[src/opcr_pkg.sv]
package opcr_pkg;

	// ==========================================
	// register indices (printed offsets are not word multiples)
	localparam logic [11:0] OPCR_IDX_DOUT0 = 12'h289;
	localparam logic [11:0] OPCR_IDX_DOUT1 = 12'h28a;
	localparam logic [11:0] OPCR_IDX_DOUT2 = 12'h28b;
	localparam logic [11:0] OPCR_IDX_DOUT3 = 12'h28c;
	localparam logic [11:0] OPCR_IDX_DOUT4 = 12'h28d;
	localparam logic [11:0] OPCR_IDX_DOUT5 = 12'h28e;
	localparam logic [11:0] OPCR_IDX_SVALID = 12'h291;
	localparam logic [11:0] OPCR_IDX_OSC = 12'h292;

	// ==========================================
	// field layout and reset values
	localparam int OPCR_PULL_BIT = 2;
	localparam int OPCR_DRIVE_LSB = 0;
	localparam int OPCR_OSC_DRV_BIT = 1;
	localparam int OPCR_OSC_EN_BIT = 0;
	localparam logic [15:0] OPCR_PAD_RESET = 16'h0000;
	localparam logic [15:0] OPCR_OSC_RESET = 16'h0000;
	localparam logic [15:0] OPCR_PAD_MASK = 16'h0007;
	localparam logic [15:0] OPCR_OSC_MASK = 16'h0003;
	localparam int OPCR_DATA_PINS = 6;

	// ==========================================
	// types
	typedef enum logic [1:0]
	{
		OPCR_DRV_LOWEST = 2'h0,
		OPCR_DRV_LOW = 2'h1,
		OPCR_DRV_HIGH = 2'h2,
		OPCR_DRV_HIGHEST = 2'h3
	} opcr_drive_t;

	typedef enum logic [1:0]
	{
		OPCR_ST_IDLE = 2'h0,
		OPCR_ST_RESP = 2'h1
	} opcr_state_t;

	localparam logic [1:0] OPCR_RESP_OKAY = 2'h0;
	localparam logic [1:0] OPCR_RESP_SLVERR = 2'h2;

endpackage : opcr_pkg

[src/opcr_reg_if.sv]
`timescale 1ns/1ps
interface opcr_reg_if;
	logic wr_en;
	logic [11:0] wr_idx;
	logic [15:0] wr_data;
	logic [11:0] rd_idx;
	logic [15:0] rd_data;
	logic rd_hit;
	logic wr_hit;
	modport bus
	(
		output wr_en,
		output wr_idx,
		output wr_data,
		output rd_idx,
		input rd_data,
		input rd_hit,
		input wr_hit
	);
	modport regs
	(
		input wr_en,
		input wr_idx,
		input wr_data,
		input rd_idx,
		output rd_data,
		output rd_hit,
		output wr_hit
	);
endinterface : opcr_reg_if

[src/opcr_reg_bank.sv]
`timescale 1ns/1ps
module opcr_reg_bank
(
	input wire logic aclk,
	input wire logic aresetn,
	opcr_reg_if.regs rif,
	output logic [3*opcr_pkg::OPCR_DATA_PINS-1:0] data_pad_ctrl,
	output logic [2:0] svalid_pad_ctrl,
	output logic [1:0] osc_ctrl
);
	import opcr_pkg::*;

	// ==========================================
	// decode
	function automatic logic [3:0] opcr_decode(input logic [11:0] idx);
		// bit 3 = hit, [2:0] = slot; slots 0..5 data, 6 sample valid, 7 osc
		if (idx >= OPCR_IDX_DOUT0 && idx <= OPCR_IDX_DOUT5)
			opcr_decode = {1'b1, 3'(idx - OPCR_IDX_DOUT0)};
		else if (idx == OPCR_IDX_SVALID)
			opcr_decode = 4'hf & {1'b1, 3'h6};
		else if (idx == OPCR_IDX_OSC)
			opcr_decode = {1'b1, 3'h7};
		else
			opcr_decode = 4'h0;
	endfunction : opcr_decode

	logic [3:0] wdec;
	logic [3:0] rdec;
	logic [2:0] pad_ff [0:6];
	logic [1:0] osc_ff;

	assign wdec = opcr_decode(rif.wr_idx);
	assign rdec = opcr_decode(rif.rd_idx);
	assign rif.wr_hit = wdec[3];
	assign rif.rd_hit = rdec[3];

	// ==========================================
	// pad registers
	genvar g;
	generate
		for (g = 0; g < 7; g++)
		begin : g_pad
			always_ff @(posedge aclk)
			begin
				if (!aresetn)
					pad_ff[g] <= OPCR_PAD_RESET[2:0];
				else if (rif.wr_en && wdec == {1'b1, 3'(g)})
					pad_ff[g] <= rif.wr_data[2:0];
			end
		end
		for (g = 0; g < OPCR_DATA_PINS; g++)
		begin : g_out
			assign data_pad_ctrl[3*g +: 3] = pad_ff[g];
		end
	endgenerate

	always_ff @(posedge aclk)
	begin
		if (!aresetn)
			osc_ff <= OPCR_OSC_RESET[1:0];
		else if (rif.wr_en && wdec == 4'hf)
			osc_ff <= rif.wr_data[1:0];
	end

	assign svalid_pad_ctrl = pad_ff[6];
	assign osc_ctrl = osc_ff;

	// ==========================================
	// read mux, upper bits zero
	always_comb
	begin
		rif.rd_data = 16'h0000;
		if (rdec == 4'hf)
			rif.rd_data = {14'h0000, osc_ff};
		else if (rdec[3])
			rif.rd_data = {13'h0000, pad_ff[rdec[2:0]]};
	end
endmodule : opcr_reg_bank

[src/opcr_top.sv]
`timescale 1ns/1ps
// How it works
// - six data-output pad registers sit at indices 0x289 to 0x28e, one per data pin 0 to 5.
// - each data-output pad register resets to 0x0000, pull-down off and lowest drive.
// - bit 2 is the read-write pull-down enable and bits 1:0 the drive level.
// - drive level 00 lowest, 01 low, 10 high, 11 highest, for that register's pin only.
// - the sample-valid pad register sits at 0x291, resets to 0x0000, same layout.
// - the oscillator control register sits at 0x292 and resets to 0x0000.
// - stored fields are driven continuously to each pin's pad control inputs.
// - oscillator register bit 1 selects oscillator output drive, 0 low, 1 high, reset 0.
module opcr_top
(
	aclk,
	aresetn,
	s_axi_awaddr,
	s_axi_awvalid,
	s_axi_awready,
	s_axi_wdata,
	s_axi_wstrb,
	s_axi_wvalid,
	s_axi_wready,
	s_axi_bresp,
	s_axi_bvalid,
	s_axi_bready,
	s_axi_araddr,
	s_axi_arvalid,
	s_axi_arready,
	s_axi_rdata,
	s_axi_rresp,
	s_axi_rvalid,
	s_axi_rready,
	sample_data_out_pin_pull,
	sample_data_out_pin_drive,
	sample_valid_pin_pull,
	sample_valid_pin_drive,
	osc_out_drive_level,
	osc_disable
);
	import opcr_pkg::*;

	input wire logic aclk;
	input wire logic aresetn;
	input wire logic [15:0] s_axi_awaddr;
	input wire logic s_axi_awvalid;
	output logic s_axi_awready;
	input wire logic [31:0] s_axi_wdata;
	input wire logic [3:0] s_axi_wstrb;
	input wire logic s_axi_wvalid;
	output logic s_axi_wready;
	output logic [1:0] s_axi_bresp;
	output logic s_axi_bvalid;
	input wire logic s_axi_bready;
	input wire logic [15:0] s_axi_araddr;
	input wire logic s_axi_arvalid;
	output logic s_axi_arready;
	output logic [31:0] s_axi_rdata;
	output logic [1:0] s_axi_rresp;
	output logic s_axi_rvalid;
	input wire logic s_axi_rready;
	output logic [opcr_pkg::OPCR_DATA_PINS-1:0] sample_data_out_pin_pull;
	output logic [2*opcr_pkg::OPCR_DATA_PINS-1:0] sample_data_out_pin_drive;
	output logic sample_valid_pin_pull;
	output logic [1:0] sample_valid_pin_drive;
	output logic osc_out_drive_level;
	output logic osc_disable;

	// ==========================================
	// write channel state
	logic aw_held_ff;
	logic w_held_ff;
	logic [11:0] aw_idx_ff;
	logic [15:0] w_data_ff;
	logic [1:0] w_strb_ff;
	logic wr_go;
	logic [31:0] rd_word;
	logic [3*OPCR_DATA_PINS-1:0] data_pad;
	logic [2:0] sv_pad;
	logic [1:0] osc;

	opcr_reg_if rif();

	// ready flags kept in flops so no port is combinational
	always_ff @(posedge aclk)
	begin
		if (!aresetn)
			s_axi_awready <= 1'b1;
		else if (s_axi_awvalid && s_axi_awready)
			s_axi_awready <= 1'b0;
		else if (s_axi_bvalid && s_axi_bready)
			s_axi_awready <= 1'b1;
	end

	always_ff @(posedge aclk)
	begin
		if (!aresetn)
			s_axi_wready <= 1'b1;
		else if (s_axi_wvalid && s_axi_wready)
			s_axi_wready <= 1'b0;
		else if (s_axi_bvalid && s_axi_bready)
			s_axi_wready <= 1'b1;
	end

	// both halves held: commit in one cycle, answer next
	assign wr_go = aw_held_ff && w_held_ff && !s_axi_bvalid;

	always_ff @(posedge aclk)
	begin
		if (!aresetn)
		begin
			aw_held_ff <= 1'b0;
			aw_idx_ff <= 12'h000;
		end
		else if (s_axi_awvalid && s_axi_awready)
		begin
			aw_held_ff <= 1'b1;
			aw_idx_ff <= s_axi_awaddr[13:2];
		end
		else if (wr_go)
			aw_held_ff <= 1'b0;
	end

	always_ff @(posedge aclk)
	begin
		if (!aresetn)
		begin
			w_held_ff <= 1'b0;
			w_data_ff <= 16'h0000;
			w_strb_ff <= 2'h0;
		end
		else if (s_axi_wvalid && s_axi_wready)
		begin
			w_held_ff <= 1'b1;
			w_data_ff <= s_axi_wdata[15:0];
			w_strb_ff <= s_axi_wstrb[1:0];
		end
		else if (wr_go)
			w_held_ff <= 1'b0;
	end

	// ==========================================
	// register bank hookup
	// only lane 0 carries defined bits; upper lanes ignored
	assign rif.wr_en = wr_go && w_strb_ff[0];
	assign rif.wr_idx = aw_idx_ff;
	assign rif.wr_data = w_data_ff;
	assign rif.rd_idx = s_axi_araddr[13:2];
	assign rd_word = {16'h0000, rif.rd_data};

	opcr_reg_bank u_bank
	(
		.aclk(aclk),
		.aresetn(aresetn),
		.rif(rif.regs),
		.data_pad_ctrl(data_pad),
		.svalid_pad_ctrl(sv_pad),
		.osc_ctrl(osc)
	);

	always_ff @(posedge aclk)
	begin
		if (!aresetn)
		begin
			s_axi_bvalid <= 1'b0;
			s_axi_bresp <= OPCR_RESP_OKAY;
		end
		else if (wr_go)
		begin
			s_axi_bvalid <= 1'b1;
			s_axi_bresp <= rif.wr_hit ? OPCR_RESP_OKAY : OPCR_RESP_SLVERR;
		end
		else if (s_axi_bready)
			s_axi_bvalid <= 1'b0;
	end

	// ==========================================
	// read channel
	always_ff @(posedge aclk)
	begin
		if (!aresetn)
			s_axi_arready <= 1'b1;
		else if (s_axi_arvalid && s_axi_arready)
			s_axi_arready <= 1'b0;
		else if (s_axi_rvalid && s_axi_rready)
			s_axi_arready <= 1'b1;
	end

	always_ff @(posedge aclk)
	begin
		if (!aresetn)
		begin
			s_axi_rvalid <= 1'b0;
			s_axi_rdata <= 32'h00000000;
			s_axi_rresp <= OPCR_RESP_OKAY;
		end
		else if (s_axi_arvalid && s_axi_arready)
		begin
			s_axi_rvalid <= 1'b1;
			s_axi_rdata <= rd_word;
			s_axi_rresp <= rif.rd_hit ? OPCR_RESP_OKAY : OPCR_RESP_SLVERR;
		end
		else if (s_axi_rready)
			s_axi_rvalid <= 1'b0;
	end

	// ==========================================
	// pad outputs, registered copies of the bank
	genvar g;
	generate
		for (g = 0; g < OPCR_DATA_PINS; g++)
		begin : g_pin
			always_ff @(posedge aclk)
			begin
				if (!aresetn)
				begin
					sample_data_out_pin_pull[g] <= 1'b0;
					sample_data_out_pin_drive[2*g +: 2] <= OPCR_DRV_LOWEST;
				end
				else
				begin
					sample_data_out_pin_pull[g] <= data_pad[3*g+OPCR_PULL_BIT];
					sample_data_out_pin_drive[2*g +: 2] <= data_pad[3*g +: 2];
				end
			end
		end
	endgenerate

	always_ff @(posedge aclk)
	begin
		if (!aresetn)
		begin
			sample_valid_pin_pull <= 1'b0;
			sample_valid_pin_drive <= OPCR_DRV_LOWEST;
			osc_out_drive_level <= 1'b0;
			osc_disable <= 1'b0;
		end
		else
		begin
			sample_valid_pin_pull <= sv_pad[OPCR_PULL_BIT];
			sample_valid_pin_drive <= sv_pad[1:0];
			osc_out_drive_level <= osc[OPCR_OSC_DRV_BIT];
			osc_disable <= osc[OPCR_OSC_EN_BIT];
		end
	end
endmodule : opcr_top

[config.mk]
export PLATFORM = sky130hd
export DESIGN_NAME = opcr_top
export DESIGN_NICKNAME = d
export VERILOG_FILES = /design/src/opcr_pkg.sv /design/src/opcr_reg_if.sv /design/src/opcr_reg_bank.sv /design/src/opcr_top.sv
export SDC_FILE = /design/constraint.sdc
export NUM_CORES = 1
export LEC_CHECK = 0
export BUFFER_PORTS_ARGS = -buffer_cell sky130_fd_sc_hd__buf_4
export CAP_MARGIN = 20
export CORE_AREA = 2 2 131 82
export CTS_CLUSTER_SIZE = 28
export DETAILED_ROUTE_END_ITERATION = 16
export DIE_AREA = 0 0 133 84
export SLEW_MARGIN = 20
export SYNTH_ARGS = -nofsm -noshare
export SYNTH_HDL_FRONTEND = slang
export SYNTH_SLANG_ARGS = --single-unit
export TNS_END_PERCENT = 100
[constraint.sdc]
create_clock -name aclk -period 3 [get_ports aclk]
set_input_delay 0.9 -clock aclk [delete_from_list [all_inputs] [get_ports aclk]]
set_output_delay 0.9 -clock aclk [all_outputs]
set_load 0.1 [all_outputs]
==> results of run 1 <==
area by class of cell:
class	count	area share
sequential	74	0.399
multi-input combinational	258	0.353
timing repair buffer	69	0.122
clock buffer	13	0.0663
tap	139	0.0410
clock inverter	3	0.0103
inverter	10	0.00884
cells by family (layout without fill, tap and decap cells):
logic type,after synthesis,in the layout,share of synthesized area
muxes,14,14,0.0413
AOI/OAI and AO/OA,56,56,0.122
and+or+nand+nor,149,149,0.217
adders and majority gates,6,6,0.0221
DFF,74,74,0.499
xor gates and xnor gates,2,2,0.00517
buffers and inverters,51,95,0.0930
other,1,31,0.00111
critical path: cells and delay by family:
| kind | cells | cell delay, ps |
|---|---|---|
| simple gates | 2 | 230 |
| compound gates | 3 | 880 |
| mux | 2 | 450 |
| fa+ha+maj | 1 | 240 |
| buf+inv | 2 | 200 |
worst max-delay path by stage:
stage                     slack (ps)             from             end  depth (start not counted)
after floorplan                  470  s_axi_araddr[2]  s_axi_rdata[1]                          9
after global placement            50  s_axi_araddr[3]  s_axi_rdata[0]                         10
after detailed placement          10  s_axi_araddr[3]  s_axi_rdata[0]                         10
after CTS                        360  s_axi_araddr[3]  s_axi_rdata[0]                         10
after global routing             170  s_axi_araddr[3]  s_axi_rdata[1]                         10
final                            330  s_axi_araddr[3]  s_axi_rdata[0]                         10
Yosys cell counts, types with 3 or more instances:
cell type | count | area [sq um]
buf_4 | 31 | 233
mux2i_1 | 14 | 140
nor2b_1 | 4 | 25.0
inv_1 | 10 | 37.5
dfxtp_1 | 53 | 1060
a21oi_1 | 5 | 25.0
nand3_1 | 6 | 30.0
a21boi_0 | 21 | 158
ha_1 | 6 | 75.1
nand2b_1 | 3 | 18.8
o21ai_0 | 12 | 60.1
clkbuf_1 | 9 | 33.8
nand2_1 | 57 | 214
edfxtp_1 | 21 | 631
nor3_1 | 3 | 15.0
and2_1 | 26 | 163
o211a_1 | 3 | 30.0
nor2_1 | 31 | 116
and3_1 | 3 | 18.8
o31ai_1 | 3 | 22.5
metal layers:
metal / vias to the layer above / GRT usage / routed length [microns]
li1: 1274 / - / -
met1: 1131 / 0.191 / 3680
met2: 63 / 0.181 / 2870
met3: 5 / 0.0534 / 411
met4: 0 / 0.0450 / 55
met5: - / 0 / 0
sequential cells by signal, summed over array words and instances, names as in the netlist, 2 cells and up:
register                   count
sample_data_out_pin_drive     12
sample_valid_pin_drive         2
sample_data_out_pin_pull       6
u_bank.pad_ff                 21
s_axi_rdata                    3
aw_idx_ff                     12
rif.wr_data                    3
u_bank.osc_ctrl                2
stage by stage:
stage                      util  area (sq um)
after floorplan               -          3500
after CTS                 0.419          4240
after global placement    0.387          3920
after global routing      0.419          4240
after detailed placement  0.387          3920
final                     0.419          4240
power breakdown:
group | internal, mW | switching, mW | leakage (nW)
clock | 0.741 | 0.403 | 0.161
sequential | 1.07 | 0.0242 | 0.653
combinational | 0.0928 | 0.376 | 0.972
total | 1.90 | 0.803 | 1.79
==> results_dict.tcl, run 1 <==
set metrics [dict create \
    setup_tns_ps 0 \
    power_density_mw_per_mm2 637 \
    multi_input_area_sq_mm 0.00150 \
    cts.repair.resized 0 \
    synth-seq-cells 74 \
    die_h_microns 84 \
    rows 29 \
    cts_buffers 9 \
    power_mw 2.71 \
    worst_setup_path_start_kind "primary input" \
    io_pins 139 \
    whs_ps 466 \
    path_cells "buf_4, inv_1, ha_1, or3b_2, o2111ai_1, a21oi_2, mux2i_1, mux2i_1, nor2_1, o31ai_1" \
    syn_area_per_cell_sq_um 9.61 \
    dr.pass1.iters 4 \
    core_sq_mm 0.0101 \
    area_growth_pct 25.1 \
    cp_common_cell "mux2i_1" \
    setup_viol 0 \
    clock_path_buffers 2 \
    worst_r2r_path_depth 7 \
    max_stage_delay_ps 540 \
    vias 2473 \
    drive_gt1_frac 0.218 \
    first_iter_violations 185 \
    post_cts_buffers 0 \
    n_fill_cell 1007 \
    dpl.cell_count 550 \
    async_flop_share 0 \
    holdPathStages 2 \
    cts.sinks 74 \
    seq_area_frac_synth 0.499 \
    ys_warn_count 0 \
    peakVddDrop_uv 261 \
    critical_path_class "in -> reg" \
    fin_ws_ps 325 \
    synth_area_sq_mm 0.00339 \
    fin_nets 503 \
    die_w_microns 133 \
    maxSlewViolCount 0 \
    timing.rr.start "aw_idx_ff[0]" \
    start_util 0.335 \
    grt-ovfl-total 0 \
    track_usage 0.134 \
    register_area_sq_mm 0.00169 \
    critPathRequiredTime_ps 3240 \
    ys_types 46 \
    skew_ps 8.99 \
    clk_latency_ps 340 \
    min_from "aw_idx_ff[7]" \
    drtAntennaViolNets 0 \
    htreeDepth 3 \
    cp-end-kind "register" \
    fmax_mhz 374 \
    path_max_fanout 9 \
    grt_pass1_vias 2371 \
    wl_per_cell_microns 12.4 \
    cts_root_buffer "clkbuf_16" \
    grt_max_degree 66 \
    dp_slack_ps 13.1 \
    vias_per_cell 4.37 \
    ys.flop_type "dfxtp_1" \
    period_needed_ps 2670 \
    routed_wl_microns 7010 \
    max_slew.worst_pin.slew_ps 639 \
    period_share 0.892 \
    synth_edf_count 21 \
    slew_headroom 0.574 \
    antenna_found_initial 0 \
    route.detailed.drc 0 \
    crit_path_top_delay_cell "a21oi_2" \
    cts_tree "done" \
    cap_violations 0 \
    place_congestion 0.756 \
    final_cell_mix "69 x buf_4, 57 x nand2_1, 53 x dfxtp_1" \
    r2r-end "u_bank.pad_ff[6][0]" \
    clk_pin_slew_ps 50 \
    antennaDiodeCount 0 \
    finalHoldViolations 0 \
    fin_cells 566 \
    dp.final_hpwl_microns 5160 \
    numPortBuffers 67 \
    hold_end "aw_idx_ff[7]" \
    p_leak_nw 1.79 \
    die-area_sq_mm 0.0112 \
    rsz0062_at_grt "false" \
    syn_inst 353 \
    r2r_slack_ps 490 \
    mostFrequentLayoutCell "buf_4" \
    status "complete, no violations" \
    cts_hold_buffers 0 \
    crit_arrival_ps 2910 \
    grt_pass1_wl_microns 11600 \
    hold_class "reg -> reg" \
]
No activity file was read; power rests on OpenSTA's default activity.
==> run 2, diff against run 1 <==
--- a/config.mk
+++ b/config.mk
@@ -11,6 +11,7 @@
 export CTS_CLUSTER_SIZE = 28
 export DETAILED_ROUTE_END_ITERATION = 16
 export DIE_AREA = 0 0 133 84
+export REMOVE_ABC_BUFFERS = 1
 export SLEW_MARGIN = 20
 export SYNTH_ARGS = -nofsm -noshare
 export SYNTH_HDL_FRONTEND = slang
==> results_dict.tcl, run 2 (synthesized netlist as in run 1, its figures left out) <==
set metrics [dict create \
    cts_hold_buffers 0 \
    slew_headroom 0.587 \
    die_h_microns 84 \
    antennaDiodeCount 0 \
    grt-ovfl-total 0 \
    period_needed_ps 2590 \
    dp.final_hpwl_microns 5220 \
    crit_path_top_delay_cell "a21oi_2" \
    clk_pin_slew_ps 50 \
    grt_pass1_wl_microns 11400 \
    setup_tns_ps 0 \
    max_stage_delay_ps 530 \
    vias 2450 \
    max_slew.worst_pin.slew_ps 619 \
    crit_arrival_ps 2830 \
    fmax_mhz 386 \
    final_cell_mix "68 x buf_4, 57 x nand2_1, 53 x dfxtp_1" \
    dr.pass1.iters 4 \
    largest_register "u_bank.pad_ff" \
    path_max_fanout 9 \
    cts.sinks 74 \
    rsz0062_at_grt "false" \
    worst_setup_path_start_kind "primary input" \
    place_congestion 0.756 \
    cts.repair.resized 0 \
    rows 29 \
    critPathRequiredTime_ps 3240 \
    reg_top3 "u_bank.pad_ff (21), aw_idx_ff (12), sample_data_out_pin_drive (12)" \
    hold_class "reg -> reg" \
    status "complete, no violations" \
    first_iter_violations 101 \
    skew_ps 8.67 \
    cts_buffers 9 \
    die_w_microns 133 \
    mostFrequentLayoutCell "buf_4" \
    fin_nets 502 \
    power_density_mw_per_mm2 618 \
    drive_gt1_frac 0.209 \
    maxSlewViolCount 0 \
    path_cells "buf_4, inv_1, ha_1, or3b_2, o2111ai_1, a21oi_2, mux2i_1, mux2i_1, nor2_1, o31ai_1" \
    die-area_sq_mm 0.0112 \
    track_usage 0.129 \
    postPlaceCellArea_sq_mm 0.00391 \
    cts_tree "done" \
    route.detailed.drc 0 \
    p_leak_nw 1.76 \
    start_util 0.335 \
    vias_per_cell 4.34 \
    n_fill_cell 1016 \
    drtAntennaViolNets 0 \
    cp-end-kind "register" \
    htreeDepth 3 \
    period_share 0.864 \
    cap_violations 0 \
    critical_path_class "in -> reg" \
    peakVddDrop_uv 267 \
    grt_pass1_vias 2362 \
    setup_viol 0 \
    area_growth_pct 23.8 \
    largest_reg_flops 21 \
    antenna_found_initial 0 \
    routed_wl_microns 6870 \
    post_cts_buffers 0 \
    clock_path_buffers 2 \
    grt_max_degree 66 \
    cp_common_cell "mux2i_1" \
    stdcell_area_sq_mm 0.00420 \
    wl_per_cell_microns 12.2 \
    finalHoldViolations 0 \
    cts_root_buffer "clkbuf_16" \
    clk_latency_ps 330 \
    numPortBuffers 67 \
    core_sq_mm 0.0101 \
    whs_ps 466 \
    io_pins 139 \
]
## run 2: changes by cell type in the layout (fill, tap and decap cells not counted), sizes merged
cell,before,now
buf,69,68
clkinv,1,2
inv,11,10
## run 2: layout make-up
cell class / count / area [sq um] / share of cell area
clock buffer: 13 / 250 / 0.0596
clock inverter: 3 / 38.8 / 0.00923
inverter: 10 / 37.5 / 0.00894
multi-input combinational: 258 / 1500 / 0.357
sequential: 74 / 1690 / 0.403
tap: 139 / 174 / 0.0414
timing repair buffer: 68 / 510 / 0.122
## run 2: stage by stage
| step | instances | power, mW | setup slack (ps) | util |
|---|---|---|---|---|
| 6_report | 565 | 2.59 | 408 | 0.415 |
| 5_1_grt | 565 | 2.70 | 260 | 0.415 |
| 4_1_cts | 565 | 2.62 | 391 | 0.415 |
| 3_5_place_dp | 549 | 1.58 | 44.1 | 0.386 |
| 3_3_place_gp | 549 | 1.58 | 71.9 | 0.386 |
| 2_1_floorplan | 342 | 1.48 | 468 | - |
## run 2: path summary, 6_finish.rpt
path                                             to       startpoint  cells past startpoint  slack (ps)
worst max register to register  u_bank.pad_ff[6][2]     aw_idx_ff[0]                      7         620
worst min-delay path                   aw_idx_ff[5]     aw_idx_ff[5]                      2         470
worst min register to register         aw_idx_ff[5]     aw_idx_ff[5]                      2         470
worst max-delay path                 s_axi_rdata[1]  s_axi_araddr[3]                     10         410
## run 2: critical path, delay by kind of cell
kind | cells | cell delay, ps
buf+inv | 2 | 170
fa+ha+maj | 1 | 230
mux | 2 | 370
simple gates | 2 | 270
compound gates | 3 | 900
## run 2: routing by layer
layer	global-route usage	wire length, microns	up-vias
li1	-	-	1272
met3	0.0510	563	7
met5	0	0	-
met4	0.0411	78	0
met1	0.183	3570	1098
met2	0.178	2660	73
## run 2: power by group
group / total [mW] / internal, mW / leakage (nW) / switching [mW]
clock: 1.03 / 0.662 / 0.141 / 0.371
sequential: 1.09 / 1.07 / 0.653 / 0.0247
combinational: 0.467 / 0.0924 / 0.968 / 0.375
total: 2.59 / 1.82 / 1.76 / 0.770
